<file path="src/rtl/adc_regs.svh">
// register map, field positions, reset values and timing counts of the converter control
// assumes byte addresses on an APB bus with one 32-bit word per register
`ifndef ADC_REGS_SVH
`define ADC_REGS_SVH
`define ADC_OFF_CHAN 8'h00
`define ADC_OFF_FMT 8'h04
`define ADC_OFF_TRIG 8'h08
`define ADC_OFF_RESH 8'h0C
`define ADC_OFF_RESL 8'h10
`define ADC_OFF_IRQ 8'h14
`define ADC_OFF_DIR 8'h18
`define ADC_OFF_ASEL 8'h1C
`define ADC_ON_BIT 0
`define ADC_GO_BIT 1
`define ADC_CHAN_LSB 2
`define ADC_CHAN_MSB 7
`define ADC_PREF_LSB 0
`define ADC_PREF_MSB 1
`define ADC_NREF_BIT 2
`define ADC_CS_LSB 4
`define ADC_CS_MSB 6
`define ADC_FM_BIT 7
`define ADC_FLAG_BIT 0
`define ADC_IEN_BIT 1
`define ADC_RST_CHAN 6'h00
`define ADC_RST_FMT 8'h00
`define ADC_RST_TRIG 4'h0
`define ADC_RST_RES 8'h00
`define ADC_RST_PINS 21'h000000
`define ADC_PINS 21
`define ADC_CH_TEMP 6'h3C
`define ADC_CH_DAC 6'h3D
`define ADC_CH_FIXREF 6'h3E
`define ADC_CH_GND 6'h3F
`define ADC_ACQ_HALF 5'h03
`define ADC_CONV_HALF 5'h17
`endif

</file>
<file path="src/rtl/adc_pkg.sv">
// types shared by the converter control and its bit sequencer
// assumes nothing of its surroundings
package adc_pkg;
    typedef enum logic [1:0] {
        PREF_PIN = 2'b00,
        PREF_SUPPLY = 2'b01,
        PREF_INT2V = 2'b10,
        PREF_INT4V = 2'b11
    } pref_t;
    typedef enum logic [2:0] {
        SRC_PIN = 3'b000,
        SRC_TEMP = 3'b001,
        SRC_DAC = 3'b010,
        SRC_FIXREF = 3'b011,
        SRC_GND = 3'b100
    } src_t;
    typedef enum logic [1:0] {
        S_IDLE = 2'b00,
        S_ACQ = 2'b01,
        S_BIT = 2'b10
    } seq_state_t;
endpackage : adc_pkg

</file>
<file path="src/rtl/conv_if.sv">
// handshake between the register side and the bit sequencer
// assumes both ends run on pclk
`timescale 1ns/1ns
interface conv_if;
    logic start;
    logic half_tick;
    logic cmp;
    logic busy;
    logic sample;
    logic done;
    logic [9:0] trial;
    logic [9:0] result;
    modport ctrl (output start, output half_tick, output cmp,
                  input busy, input sample, input done, input trial, input result);
    modport seq (input start, input half_tick, input cmp,
                 output busy, output sample, output done, output trial, output result);
endinterface : conv_if

</file>
<file path="src/rtl/adc_config_result.sv">
// ten-bit converter control: registers, source and reference steering, bit clock, results
// assumes an APB master on pclk, a comparator answering on pclk and an asynchronous RC clock pin
`timescale 1ns/1ns
`include "adc_regs.svh"

// Behaviour
// - six-bit channel field picks the source fed to sample-and-hold
// - sources: seven pins per port, temperature, DAC, fixed reference, ground
// - two-bit field picks positive reference: pin, supply, 2.048V, 4.096V
// - one bit picks negative reference: pin or ground
// - three-bit field picks conversion clock: system clock /2 to /64, or RC
// - one period per bit; a full conversion lasts 11.5 periods
// - divider clocks follow the system clock; only the RC clock is independent
// - left format: high result register holds result bits 9 to 2
// - left format: low register holds bits 1,0 in 7,6; rest reserved
// - pin is a converter input only with direction and analog bits set
module adc_config_result #(
    parameter bit LV_PART = 1'b0
) (
    input wire logic pclk,
    input wire logic presetn,
    input wire logic psel,
    input wire logic penable,
    input wire logic pwrite,
    input wire logic [7:0] paddr,
    input wire logic [31:0] pwdata,
    output logic [31:0] prdata,
    output logic pready,
    output logic pslverr,
    input wire logic dedicated_rc_clock,
    input wire logic comparator_in,
    input wire logic [15:0] auto_trigger_in,
    output logic [5:0] channel_select,
    output adc_pkg::src_t source_kind,
    output logic channel_connect,
    output logic [20:0] analog_input_enable,
    output adc_pkg::pref_t positive_ref_select,
    output logic neg_ref_pin,
    output logic sample_hold,
    output logic [9:0] trial_code,
    output logic conv_busy,
    output logic conv_irq
);
    import adc_pkg::*;

    conv_if cv ();

    logic [5:0] chan_q;
    logic on_q;
    logic go_q;
    logic [7:0] fmt_q;
    logic [3:0] trig_q;
    logic [7:0] resh_q;
    logic [7:0] resl_q;
    logic flag_q;
    logic ien_q;
    logic [20:0] dir_q;
    logic [20:0] asel_q;
    logic pready_q;
    logic pslverr_q;
    logic [31:0] prdata_q;
    logic [31:0] rd_d;
    logic hit_d;
    logic wr_fire;
    logic wr_chan;
    logic wr_fmt;
    logic wr_irq;
    logic rc_s1;
    logic rc_s2;
    logic rc_s3;
    logic trig_prev_q;
    logic trig_edge;
    logic start;
    logic rc_mode;
    logic [4:0] div_lim;
    logic [4:0] div_q;
    logic [5:0] gap_q;
    logic is_pin;
    logic [4:0] pin_idx;
    src_t src_d;
    logic connect_d;
    pref_t pref_d;
    logic [5:0] chan_sel_q;
    src_t src_q;
    logic connect_q;
    logic [20:0] ain_q;
    pref_t pref_q;
    logic nref_q;
    logic busy_q;
    logic irq_q;

    conv_sequencer u_seq (
        .pclk(pclk),
        .presetn(presetn),
        .cv(cv.seq)
    );

    assign prdata = prdata_q;
    assign pready = pready_q;
    assign pslverr = pslverr_q;
    assign channel_select = chan_sel_q;
    assign source_kind = src_q;
    assign channel_connect = connect_q;
    assign analog_input_enable = ain_q;
    assign positive_ref_select = pref_q;
    assign neg_ref_pin = nref_q;
    assign sample_hold = cv.sample;
    assign trial_code = cv.trial;
    assign conv_busy = busy_q;
    assign conv_irq = irq_q;

    // APB: one wait state, write and read data at the edge pready is seen
    assign wr_fire = psel && penable && pwrite && pready_q && !pslverr_q;
    assign wr_chan = wr_fire && (paddr == `ADC_OFF_CHAN);
    assign wr_fmt = wr_fire && (paddr == `ADC_OFF_FMT);
    assign wr_irq = wr_fire && (paddr == `ADC_OFF_IRQ);

    always_comb begin
        rd_d = 32'h00000000;
        hit_d = 1'b1;
        case (paddr)
            `ADC_OFF_CHAN: rd_d[7:0] = {chan_q, go_q, on_q};
            `ADC_OFF_FMT: rd_d[7:0] = fmt_q;
            `ADC_OFF_TRIG: rd_d[3:0] = trig_q;
            `ADC_OFF_RESH: rd_d[7:0] = resh_q;
            `ADC_OFF_RESL: rd_d[7:0] = resl_q;
            `ADC_OFF_IRQ: rd_d[1:0] = {ien_q, flag_q};
            `ADC_OFF_DIR: rd_d[20:0] = dir_q;
            `ADC_OFF_ASEL: rd_d[20:0] = asel_q;
            default: hit_d = 1'b0;
        endcase
    end

    always_ff @(posedge pclk or negedge presetn) begin
        if (!presetn) begin
            pready_q <= 1'b0;
            pslverr_q <= 1'b0;
            prdata_q <= 32'h00000000;
        end else if (psel && penable && !pready_q) begin
            pready_q <= 1'b1;
            pslverr_q <= !hit_d;
            prdata_q <= (pwrite || !hit_d) ? 32'h00000000 : rd_d;
        end else begin
            pready_q <= 1'b0;
            pslverr_q <= 1'b0;
        end
    end

    // configuration registers
    always_ff @(posedge pclk or negedge presetn) begin
        if (!presetn) begin
            chan_q <= `ADC_RST_CHAN;
            on_q <= 1'b0;
            fmt_q <= `ADC_RST_FMT;
            trig_q <= `ADC_RST_TRIG;
            dir_q <= `ADC_RST_PINS;
            asel_q <= `ADC_RST_PINS;
            ien_q <= 1'b0;
        end else if (wr_fire) begin
            if (wr_chan) begin
                chan_q <= pwdata[`ADC_CHAN_MSB:`ADC_CHAN_LSB];
                on_q <= pwdata[`ADC_ON_BIT];
            end
            if (wr_fmt) begin
                fmt_q <= pwdata[7:0];
            end
            if (paddr == `ADC_OFF_TRIG) begin
                trig_q <= pwdata[3:0];
            end
            if (paddr == `ADC_OFF_DIR) begin
                dir_q <= pwdata[20:0];
            end
            if (paddr == `ADC_OFF_ASEL) begin
                asel_q <= pwdata[20:0];
            end
            if (wr_irq) begin
                ien_q <= pwdata[`ADC_IEN_BIT];
            end
        end
    end

    // RC pin synchroniser; third stage only for its edge detect
    always_ff @(posedge pclk or negedge presetn) begin
        if (!presetn) begin
            rc_s1 <= 1'b0;
            rc_s2 <= 1'b0;
            rc_s3 <= 1'b0;
        end else begin
            rc_s1 <= dedicated_rc_clock;
            rc_s2 <= rc_s1;
            rc_s3 <= rc_s2;
        end
    end
    // comparator answers on pclk; a synchroniser would outlast a two-clock bit period
    assign cv.cmp = comparator_in;

    // start: go bit written with enable set, or edge of the chosen trigger
    assign trig_edge = (trig_q != 4'h0) && auto_trigger_in[trig_q] && !trig_prev_q;
    assign start = (on_q || (wr_chan && pwdata[`ADC_ON_BIT])) && !go_q && !cv.busy &&
                   ((wr_chan && pwdata[`ADC_GO_BIT] && pwdata[`ADC_ON_BIT]) || (trig_edge && on_q));
    assign cv.start = start;

    always_ff @(posedge pclk or negedge presetn) begin
        if (!presetn) begin
            trig_prev_q <= 1'b0;
            go_q <= 1'b0;
            busy_q <= 1'b0;
        end else begin
            trig_prev_q <= auto_trigger_in[trig_q];
            if (start) begin
                go_q <= 1'b1;
            end else if (cv.done) begin
                go_q <= 1'b0;
            end
            busy_q <= start || (go_q && !cv.done);
        end
    end

    // bit clock: half periods of 1 to 32 pclk, or RC edges
    assign rc_mode = fmt_q[`ADC_CS_MSB] && fmt_q[`ADC_CS_MSB - 1];
    assign div_lim = 5'((6'h01 << fmt_q[`ADC_CS_MSB:`ADC_CS_LSB]) - 6'h01);

    always_ff @(posedge pclk or negedge presetn) begin
        if (!presetn) begin
            div_q <= 5'h00;
        end else if (rc_mode || !cv.busy || div_q == div_lim) begin
            div_q <= 5'h00;
        end else begin
            div_q <= div_q + 5'h01;
        end
    end

    // dividers track pclk; RC edges are independent of it
    assign cv.half_tick = rc_mode ? (rc_s2 != rc_s3) : (cv.busy && div_q == div_lim);

    // source decode and pin qualification
    assign is_pin = !chan_q[5] && (chan_q[4:3] != 2'h3) && (chan_q[2:0] != 3'h7);
    assign pin_idx = 5'({3'h0, chan_q[4:3]} * 5'h07 + {2'h0, chan_q[2:0]});

    always_comb begin
        src_d = SRC_GND;
        if (is_pin) begin
            src_d = SRC_PIN;
        end else if (chan_q == `ADC_CH_TEMP) begin
            src_d = SRC_TEMP;
        end else if (chan_q == `ADC_CH_DAC) begin
            src_d = SRC_DAC;
        end else if (chan_q == `ADC_CH_FIXREF) begin
            src_d = SRC_FIXREF;
        end
    end

    assign connect_d = is_pin ? (dir_q[pin_idx] && asel_q[pin_idx]) : 1'b1;

    // upper internal reference is missing on low-voltage parts: supply instead
    always_comb begin
        pref_d = pref_t'(fmt_q[`ADC_PREF_MSB:`ADC_PREF_LSB]);
        if (LV_PART && pref_d == PREF_INT4V) begin
            pref_d = PREF_SUPPLY;
        end
    end

    always_ff @(posedge pclk or negedge presetn) begin
        if (!presetn) begin
            chan_sel_q <= `ADC_RST_CHAN;
            src_q <= SRC_PIN;
            connect_q <= 1'b0;
            ain_q <= `ADC_RST_PINS;
            pref_q <= PREF_PIN;
            nref_q <= 1'b0;
        end else begin
            chan_sel_q <= chan_q;
            src_q <= src_d;
            connect_q <= connect_d;
            ain_q <= dir_q & asel_q;
            pref_q <= pref_d;
            nref_q <= fmt_q[`ADC_NREF_BIT];
        end
    end

    // results and done flag; hardware set wins over software clear
    always_ff @(posedge pclk or negedge presetn) begin
        if (!presetn) begin
            resh_q <= `ADC_RST_RES;
            resl_q <= `ADC_RST_RES;
        end else if (cv.done) begin
            if (!fmt_q[`ADC_FM_BIT]) begin
                resh_q <= cv.result[9:2];
                resl_q <= {cv.result[1:0], 6'h00};
            end else begin
                resh_q <= {6'h00, cv.result[9:8]};
                resl_q <= cv.result[7:0];
            end
        end else if (wr_fire && paddr == `ADC_OFF_RESH) begin
            resh_q <= pwdata[7:0];
        end else if (wr_fire && paddr == `ADC_OFF_RESL) begin
            resl_q <= pwdata[7:0];
        end
    end

    always_ff @(posedge pclk or negedge presetn) begin
        if (!presetn) begin
            flag_q <= 1'b0;
            irq_q <= 1'b0;
        end else begin
            if (cv.done) begin
                flag_q <= 1'b1;
            end else if (wr_irq && pwdata[`ADC_FLAG_BIT]) begin
                flag_q <= 1'b0;
            end
            irq_q <= (cv.done || (flag_q && !(wr_irq && pwdata[`ADC_FLAG_BIT]))) &&
                     (wr_irq ? pwdata[`ADC_IEN_BIT] : ien_q);
        end
    end

    // helper: cycles between half ticks
    always_ff @(posedge pclk or negedge presetn) begin
        if (!presetn) begin
            gap_q <= 6'h00;
        end else if (!cv.busy || rc_mode || cv.half_tick) begin
            gap_q <= 6'h00;
        end else begin
            gap_q <= gap_q + 6'h01;
        end
    end
endmodule : adc_config_result

</file>
<file path="src/rtl/conv_sequencer.sv">
// successive-approximation sequencer counting half bit periods
// assumes half_tick pulses on pclk and a comparator level valid on pclk
`timescale 1ns/1ns
`include "adc_regs.svh"
module conv_sequencer (
    input wire logic pclk,
    input wire logic presetn,
    conv_if.seq cv
);
    import adc_pkg::*;

    seq_state_t state_q;
    logic [4:0] half_q;
    logic [3:0] bit_q;
    logic [9:0] trial_q;
    logic sample_q;
    logic done_q;
    logic [9:0] result_q;
    logic [4:0] span_q;

    assign cv.busy = (state_q != S_IDLE);
    assign cv.sample = sample_q;
    assign cv.done = done_q;
    assign cv.trial = trial_q;
    assign cv.result = result_q;

    // 3 half periods of sampling, then 2 per bit: 23 in all
    always_ff @(posedge pclk or negedge presetn) begin
        if (!presetn) begin
            state_q <= S_IDLE;
            half_q <= 5'h00;
            bit_q <= 4'h0;
            trial_q <= 10'h000;
            sample_q <= 1'b0;
            done_q <= 1'b0;
            result_q <= 10'h000;
        end else begin
            done_q <= 1'b0;
            unique case (state_q)
                S_IDLE: begin
                    if (cv.start) begin
                        state_q <= S_ACQ;
                        half_q <= 5'h00;
                        sample_q <= 1'b1;
                    end
                end
                S_ACQ: begin
                    if (cv.half_tick) begin
                        half_q <= half_q + 5'h01;
                        if (half_q == `ADC_ACQ_HALF - 5'h01) begin
                            state_q <= S_BIT;
                            sample_q <= 1'b0;
                            trial_q <= 10'h200;
                            bit_q <= 4'h9;
                        end
                    end
                end
                S_BIT: begin
                    if (cv.half_tick) begin
                        half_q <= half_q + 5'h01;
                        // decision at the end of each bit period
                        if (!half_q[0]) begin
                            if (!cv.cmp) begin
                                trial_q[bit_q] <= 1'b0;
                            end
                            if (bit_q == 4'h0) begin
                                result_q <= {trial_q[9:1], cv.cmp};
                                done_q <= 1'b1;
                                state_q <= S_IDLE;
                            end else begin
                                trial_q[4'(bit_q - 4'h1)] <= 1'b1;
                                bit_q <= bit_q - 4'h1;
                            end
                        end
                    end
                end
            endcase
        end
    end

    // helper: half periods since start
    always_ff @(posedge pclk or negedge presetn) begin
        if (!presetn) begin
            span_q <= 5'h00;
        end else if (cv.start && !cv.busy) begin
            span_q <= 5'h00;
        end else if (cv.busy && cv.half_tick) begin
            span_q <= span_q + 5'h01;
        end
    end
endmodule : conv_sequencer
</file>
<file path="config.mk">
export PLATFORM = sky130hd
export DESIGN_NAME = adc_config_result
export DESIGN_NICKNAME = d
export VERILOG_FILES = /design/src/rtl/adc_pkg.sv /design/src/rtl/conv_if.sv /design/src/rtl/adc_config_result.sv /design/src/rtl/conv_sequencer.sv
export VERILOG_INCLUDE_DIRS = /design/src /design/src/rtl
export SDC_FILE = /design/constraint.sdc
export NUM_CORES = 1
export LEC_CHECK = 0
export ABC_CLOCK_PERIOD_IN_PS = 5720
export BUFFER_PORTS_ARGS = -buffer_cell sky130_fd_sc_hd__buf_2
export CAP_MARGIN = 20
export CORE_MARGIN = 2
export CORE_UTILIZATION = 45
export CTS_BUF_LIST = sky130_fd_sc_hd__clkbuf_16
export DETAILED_ROUTE_END_ITERATION = 8
export PLACE_DENSITY = 0.66
export SETUP_SLACK_MARGIN = 0.05
export SYNTH_ARGS = -nofsm -noshare
export SYNTH_HDL_FRONTEND = slang
export SYNTH_SLANG_ARGS = --single-unit
export TNS_END_PERCENT = 10
</file>
<file path="constraint.sdc">
create_clock -name pclk -period 5.72 [get_ports pclk]
set_input_delay 1.144 -clock pclk [delete_from_list [all_inputs] [get_ports pclk]]
set_output_delay 1.144 -clock pclk [all_outputs]
set_load 0.005 [all_outputs]
</file>
Yosys cells after proc, flatten, opt, wreduce, memory -nomap -nowiden:

Index checks and enable logic that the tools add are counted.

* word-level logic and storage cells: 220
* bits in writable memories: 0
* ROM bits: 0
* bits in latches: 0
* register bits after elaboration: 192
* memories kept: 0

* multiplexer cells: 71
* divide/modulo/power cells: 0
* add/sub/neg operators: 5
* eq/ne operators: 26
* shift-type cells: 1
* bitwise operators: 5
* reductions and logical operators: 71
* multipliers: 1
* $lt $le $gt $ge: 6

Operators by type and width (count)
* 10-bit two-way mux: 9
* 8-bit two-way mux: 7
* 8-bit by 5-bit equality test with 1-bit output (second input constant): 4
* 1-bit logical AND: 30
* 13-bit one-hot mux with 2 select lines: 1
* 4-bit one-hot mux with 6 select lines: 1
* 1-bit two-way mux: 22
* 21-bit bitwise AND: 1
* 21-bit two-way mux: 1
* 4-bit two-way mux: 5
* 10-bit one-hot mux with 2 select lines: 1
* 6-bit equality test (second input constant): 3
* 8-bit by 4-bit equality test with 1-bit output (second input constant): 2
* 2-bit one-hot mux with 8 select lines: 1
* 4-bit by 5-bit less-than comparator with 1-bit output (second input constant): 3
* 5-bit two-way mux: 3
* 2-bit one-hot mux with 7 select lines: 1
* 2-bit AND reduction: 7
* 2-bit nonzero test: 7
* 2-bit two-way mux: 6
* 3-bit two-way mux: 4
* 2-bit != test (second input constant): 6
* 6-bit AND reduction: 2
* 5-bit by 1-bit adder with 5-bit output (second input constant): 2
* other kinds (36): 57

Longest topological paths before layout:

Gate-level depths: netlist of run 1.

* depth in word-level cells: 15
* gate-level depth with buffers: 9
* gate-level depth less buffers: 9

By module:

Synthesis of run 1 repeated with hierarchy kept, for this count alone.

* cells, all modules: 744
* area, all modules: 8541.9 µm²

By module, submodules not included
* adc_config_result: area each 6754.0 µm², sequential area each 3703.6 µm², cells an instance 554, instances 1
* conv_sequencer: area each 1788.0 µm², sequential area each 825.8 µm², cells an instance 190, instances 1

Worst setup path after synthesis of run 1:

No wires, ideal clock.

* path kind: input to register
* start: input port paddr[5]
* end: register chan_q[0]
* slack: 2.798 ns
* data arrival time: 2.797 ns
* library setup time: 0.125 ns
* stages on the path: 6
* cells stage by stage: or3_1 > clkbuf_1 > nor4_2 > and2_1 > buf_2 > mux2_2

* word-level cells in the longest chain between the ends: 3

Ends and longest elaborated chain
* from (decl): RTL line adc_config_result.sv:25 `input wire logic [7:0] paddr,`
* 8-bit logical NOT
* 1-bit logical AND: RTL line adc_config_result.sv:114 `` assign wr_chan = wr_fire && (paddr == `ADC_OFF_CHAN); ``
* 2-bit AND reduction (no line)
* to (signal assigned): RTL line adc_config_result.sv:152 `` chan_q <= `ADC_RST_CHAN; ``
* to (signal assigned): RTL line adc_config_result.sv:161 `` chan_q <= pwdata[`ADC_CHAN_MSB:`ADC_CHAN_LSB]; ``
* to (decl): RTL line adc_config_result.sv:48 `logic [5:0] chan_q;`

Every way passes these cells.
A chain may end at the register's enable or synchronous reset.

Worst setup path in the final report of run 1:

* start: input port paddr[1]
* end: register asel_q[0]

* word-level cells in the longest chain between the ends: 2

Ends and longest elaborated chain
* 8-bit by 5-bit equality test with 1-bit output
* 2-bit AND reduction (no line)
* to (signal assigned): RTL line adc_config_result.sv:157 `` asel_q <= `ADC_RST_PINS; ``
* to (signal assigned): RTL line adc_config_result.sv:174 `asel_q <= pwdata[20:0];`
* to (decl): RTL line adc_config_result.sv:58 `logic [20:0] asel_q;`

Every way passes these cells.

==> impl_metrics.ini, run 1 <==
[place]
gp_congestion = 0.8622
place_inst = 1099
dp_hpwl_um = 14600
portBuffers = 121

[global_routing]
antenna_found_initial = 0
grt_util_all_layers_pct = 20.38
grt_pass1_wl_um = 32360
overflow = 0
grt_pass1_vias = 5962
grt_max_degree = 129

[worst_hold_path]
min_path_type = flop to flop

[synthesis]
seq_area_frac_synth_pct = 51.88
yosysUniqueCellTypes = 74
synth_enable_flop_cells = 0
yosysWarnings = 0
synthesis.area_um2 = 8730
synth_ff_type = dfrtp_1
synthCells = 748
avgSynthCellArea_um2 = 11.67
synth_seq_cells = 181
ys_async_sr_fraction_pct = 100.0

[finish]
layout-drive-gt1-share_pct = 28.90
area_growth_pct = 15.34
num_antenna_cells = 0
nNetsFinal = 942
stdcell_count = 1132

[clock_tree]
cts_setup_buffers = 0
cts-hold-fix-buffers = 0
root_buffer = clkbuf_16
clk_pin_slew_ns = 0.07
cts_tree = yes
clockBufferDepth = 2
post_cts_resize_count = 0
clkSinkCount = 181
h-tree-depth = 4
clk_latency_ns = 0.43
numCtsBuffers = 17

[route]
first_pass_iters = 5
wl_met2_um = 9623
met1_length_um = 9196
wl_per_cell_um = 17.63
drt_wl_total_um = 19960
viasPerCell = 5.501
remaining_drc_errors = 0
drtIter0Drc = 271
antenna_left = 0
top_layer = met4
wl_met3_um = 839
num_vias = 6227

[worst_setup_path]
cp.arrival_ns = 3.93
cp_max_fo = 22
crit_path_end_kind = flop
crit_type = input port to flop
required_ns = 6.04
startpoint_type = input port

[timing]
setup_tns_ns = 0
timing.final.crit_share_pct = 63.22
rsz0062_at_grt = false
period_needed_ns = 3.616
maxSlewHeadroom_pct = 32.47
hold_viol = 0
final_max_slew_viol_count = 0
setup_viol = 0
skew_ns = 0.008513
worst_pin_slew_ns = 1.010
fmax_mhz = 276.5

[floorplanning]
start_util_pct = 46.21
core_area_um2 = 18890
die_w_um = 143.3
die-area_um2 = 20530
row_count = 50
io_pins = 144
fp.dieH_um = 143.3

[power]
peakVddDrop_uv = 239.9
p_leak_nw = 4.893
powerDensity_nw_per_um2 = 342.1

[job]
maxCapViolations = 0

[outcome]
outcome = finished, final reports clean
==> layout by cell type (no fill, tap or decap), drive strengths merged, types with 10 or more instances in the layout <==
| cell type | n |
|---|---|
| a21oi | 27 |
| a22o | 10 |
| a22oi | 23 |
| and2 | 26 |
| buf | 126 |
| clkbuf | 17 |
| conb | 11 |
| dfrtp | 181 |
| ha | 17 |
| inv | 27 |
| mux2 | 85 |
| mux4 | 11 |
| nand2 | 66 |
| nand3 | 24 |
| nor2 | 18 |
| nor2b | 11 |
| nor3 | 16 |
| o21ai | 52 |
==> final timing paths <==
| path | depth (start not counted) | slack, ns | endpoint | from |
|---|---|---|---|---|
| min in group asynchronous | 1 | 0.65 | prdata[4] | presetn |
| worst max-delay path | 6 | 2.10 | asel_q[0] | paddr[1] |
| max in group asynchronous | 2 | 4.02 | resl_q[1] | presetn |
| worst min register to register | 0 | 0.35 | rc_s2 | rc_s1 |
| worst min-delay path | 0 | 0.35 | rc_s2 | rc_s1 |
| worst max register to register | 8 | 2.60 | channel_connect | chan_q[1] |
==> logic make-up after synthesis <==
group / synth area share, %
AO/OA/AOI/OAI: 13.39
AND/OR/NAND/NOR: 13.13
adder cells (fa/ha/maj): 3.125
other: 0.04296
flip-flops: 51.88
buffers and inverters: 3.483
XOR/XNOR: 0.8027
multiplexers: 14.15
==> stage by stage <==
stage	hold WS, ns	setup WS, ns	instance area (µm²)	power, mW	util [%]
global route	0.3647	1.897	10070	3.642	53.29
floorplan	0.3312	2.798	8767	2.127	-
finish	0.3496	2.104	10070	3.445	53.29
CTS	0.3525	2.093	10060	3.473	53.25
global placement	0.3334	1.675	9515	2.356	50.36
detailed placement	0.3358	1.662	9515	2.373	50.36
==> final cells by class <==
class	count	area [µm²]
Fill cell	1750	8825
Sequential cell	181	4529
Multi-Input combinational cell	515	3939
Timing Repair Buffer	126	661.9
Clock buffer	17	425.4
Tap cell	260	325.3
Clock inverter	15	120.1
Inverter	18	67.56
==> cells in the mapped netlist (all sizes together), types with 5 or more instances <==
cell,instances,area share [%]
or3,6,0.43
nand2,66,2.8
mux2,85,11
a21oi,27,1.5
and3,8,0.69
nor3,16,0.97
clkbuf,20,0.86
and2,26,1.9
nor2,18,0.77
nand3,24,1.4
o211ai,5,0.43
nor2b,11,0.79
a22o,10,1.0
inv,18,0.77
nor4,8,0.99
a22oi,23,2.0
xnor2,5,0.50
o21ai,52,3.0
mux4,11,2.8
ha,17,2.4
dfrtp,181,52
buf,24,1.8
a31oi,5,0.36
==> power breakdown <==
group / switching (mW) / internal (mW)
clock: 0.527 / 0.568
combinational: 0.462 / 0.307
sequential: 0.150 / 1.43
==> worst max-delay path: stages <==
cell and delay [ns]:
buf_2 0.12, nor2_1 0.22, and3_1 0.43, and3_1 0.67
nand2_1 0.78, mux2_1 0.55
==> flip-flops by register name (all words and copies together), names as in the netlist, 2 cells and up <==
register	flops
channel_select	6
positive_ref_select	2
trig_q	4
chan_q	6
asel_q	21
dir_q	21
fmt_q	8
resl_q	8
u_seq.cv.result	10
analog_input_enable	21
source_kind	3
prdata	21
u_seq.cv.trial	10
u_seq.bit_q	4
u_seq.half_q	5
div_q	5
u_seq.state_q	2
resh_q	8
==> routing by layer <==
layer  global-route usage, %  up-vias
met2                   33.04      162
met5                       0        -
met3                   3.186       19
met4                   5.934        0
met1                   28.51     3082
li1                        -     2964
No activity file was read; power rests on OpenSTA's default activity.
==> run 2, diff against run 1 <==
- ABC_AREA: unset -> 1
- ABC_CLOCK_PERIOD_IN_PS: 5720 -> 3400
- clock period: 5.72 -> 3.4 ns (I/O delays scaled with it)
==> run 2 against run 1 <==
Effect of this change: synthesized cell count rose by 37%; global-route usage rose by 0.43 points; clock skew rose by 0.0070 ns; clock power is 77% higher; register-to-register slack got worse by 2.0 ns; final area increased by 0.71%; highest routed layer is now met5; synthesized area about the same; critical path depth rose by 4; largest power group unchanged; worst hold slack got worse by 0.074 ns; combinational power decreased by 80%.
==> impl_metrics.ini, run 2 <==
[outcome]
outcome = finished, final reports clean

[route]
wl_met3_um = 1049
remaining_drc_errors = 0
wl_per_cell_um = 14.40
wl_met2_um = 9922
met1_length_um = 8831
num_vias = 7095
antenna_left = 0
first_pass_iters = 7
drtIter0Drc = 583
top_layer = met5
drt_wl_total_um = 20450
viasPerCell = 4.996

[power]
pwr-share-seq_pct = 51.0
power.total_mw = 4.244
powerDensity_nw_per_um2 = 418.6
internal-power_mw = 3.190
peakVddDrop_uv = 352.3
p_leak_nw = 5.310
comb_power_share_pct = 3.6
clkPwrFrac_pct = 45.4
p_switching_mw = 1.054
switching_share_pct = 24.84

[synthesis]
synthCells = 1028
synth_area_leaders = dfrtp_1 52%, nand2_1 14%, o21ai_0 7.3%
ys_async_sr_fraction_pct = 100.0
yosysWarnings = 0
synth_most_common_cell = nand2_1
synth_enable_flop_cells = 0
ys_top_cells_by_count = 323 x nand2_1, 181 x dfrtp_1, 128 x o21ai_0, 126 x inv_1, 27 x nor2_1
avgSynthCellArea_um2 = 8.494
synthesis.area_um2 = 8732
synth_seq_cells = 181
synth_ff_type = dfrtp_1
synth_top_area_share_pct = 51.87
seq_area_frac_synth_pct = 51.87
yosysUniqueCellTypes = 46
synth_area_leader_cell = dfrtp_1

[finish]
fin_util_pct = 53.67
nNetsFinal = 1229
fillerInstances = 1794
final_common_cell = nand2_1
area_growth_pct = 16.12
final_cell_mix = 323 x nand2_1, 181 x dfrtp_1, 128 x o21ai_0
stdcell_count = 1420
layout-drive-gt1-share_pct = 18.72
final_area_um2 = 10140

[timing]
setup_viol = 0
hold_viol = 0
setup_tns_ns = 0
final_max_slew_viol_count = 0
hold_slack_ns = 0.2752
postLayoutSetupSlackWorst_ns = 0.5512
skew_ns = 0.01548
rsz0062_at_grt = false
fmax_mhz = 351.0
worst_pin_slew_ns = 0.9352
period_needed_ns = 2.849
timing.final.crit_share_pct = 83.79
maxSlewHeadroom_pct = 37.17

[worst_setup_path]
worstPathCellList = fa_1, ha_1, fa_1, inv_1, o21ai_0, a21oi_1, o21a_1, o21ai_1, nand2_1, nand3b_1
r2r_slack_ns = 0.55
cp_slowest_cell = dfrtp_1
crit_type = flop to flop
path_buf_inv = 1
crit_path_frequent_cell = fa_1
required_ns = 3.72
startpoint_type = flop
cp_max_fo = 17
path_delay_family = adder cells
crit_path_end_kind = flop
critPathMaxStageDelay_ns = 0.52
cp.arrival_ns = 3.17

[floorplanning]
io_pins = 144
die-area_um2 = 20530
fp.dieH_um = 143.3
start_util_pct = 46.22
die_w_um = 143.3
core_area_um2 = 18890
row_count = 50

[global_routing]
overflow = 0
grt_pass1_vias = 6661
grt_max_degree = 84
antenna_found_initial = 2
grt_pass1_wl_um = 33310
grt_util_all_layers_pct = 20.80

[place]
gp_congestion = 0.9325
pre_cts_slack_ns = 0.5751
portBuffers = 121
place_inst = 1387
dp_hpwl_um = 14950
dpl_cell_area_um2 = 9555

[clock_tree]
clk_latency_ns = 0.44
cts_setup_buffers = 0
clkSinkCount = 181
cts_tree = yes
root_buffer = clkbuf_16
numCtsBuffers = 17
clk_pin_slew_ns = 0.08
h-tree-depth = 4
clockBufferDepth = 2
post_cts_resize_count = 0
cts-hold-fix-buffers = 0

[job]
maxCapViolations = 0

[worst_hold_path]
min_path_type = input port to async pin
==> run 2: final cells by class <==
class                      instances  area (µm²)  area share, %
inverter                         133       501.7          4.948
antenna                            1       2.502        0.02468
tap                              260       325.3          3.208
clock buffer                      17       425.4          4.195
sequential                       181        4529          44.67
clock inverter                    15       156.4          1.542
timing repair buffer             129       696.9          6.873
multi-input combinational        684        3502          34.54
==> run 2: worst paths after layout <==
check                           from                to  cells after the start
min in group pclk              rc_s1             rc_s2                      0
max                        chan_q[3]   channel_connect                     10
min reg2reg                    rc_s1             rc_s2                      0
max in group asynchronous    presetn  u_seq.state_q[1]                      2
min                          presetn    source_kind[0]                      1
max reg2reg                chan_q[3]   channel_connect                     10
==> run 2: kinds of logic after synthesis <==
kind of cell | after synthesis | synth area share [%]
AO/OA/AOI/OAI | 227 | 15.46
XOR/XNOR | 7 | 0.7021
adder cells (fa/ha/maj) | 20 | 3.124
buffers and inverters | 173 | 8.454
flip-flops | 181 | 51.87
other | 1 | 0.04294
AND/OR/NAND/NOR | 419 | 20.35
==> run 2: power groups by stage <==
stage,Clock (mW),Combinational [mW],Sequential (mW)
finish,1.93,0.154,2.16
global route,2.05,0.176,2.16
CTS,1.97,0.157,2.16
detailed placement,0,0.157,2.21
global placement,0,0.156,2.21
floorplan,0,0.0603,2.21
==> run 2: layer usage <==
metal / vias to the layer above / GRT usage (%)
met3: 40 / 4.199
met4: 2 / 8.772
met5: - / 0
li1: 3525 / -
met2: 194 / 34.78
met1: 3334 / 26.46
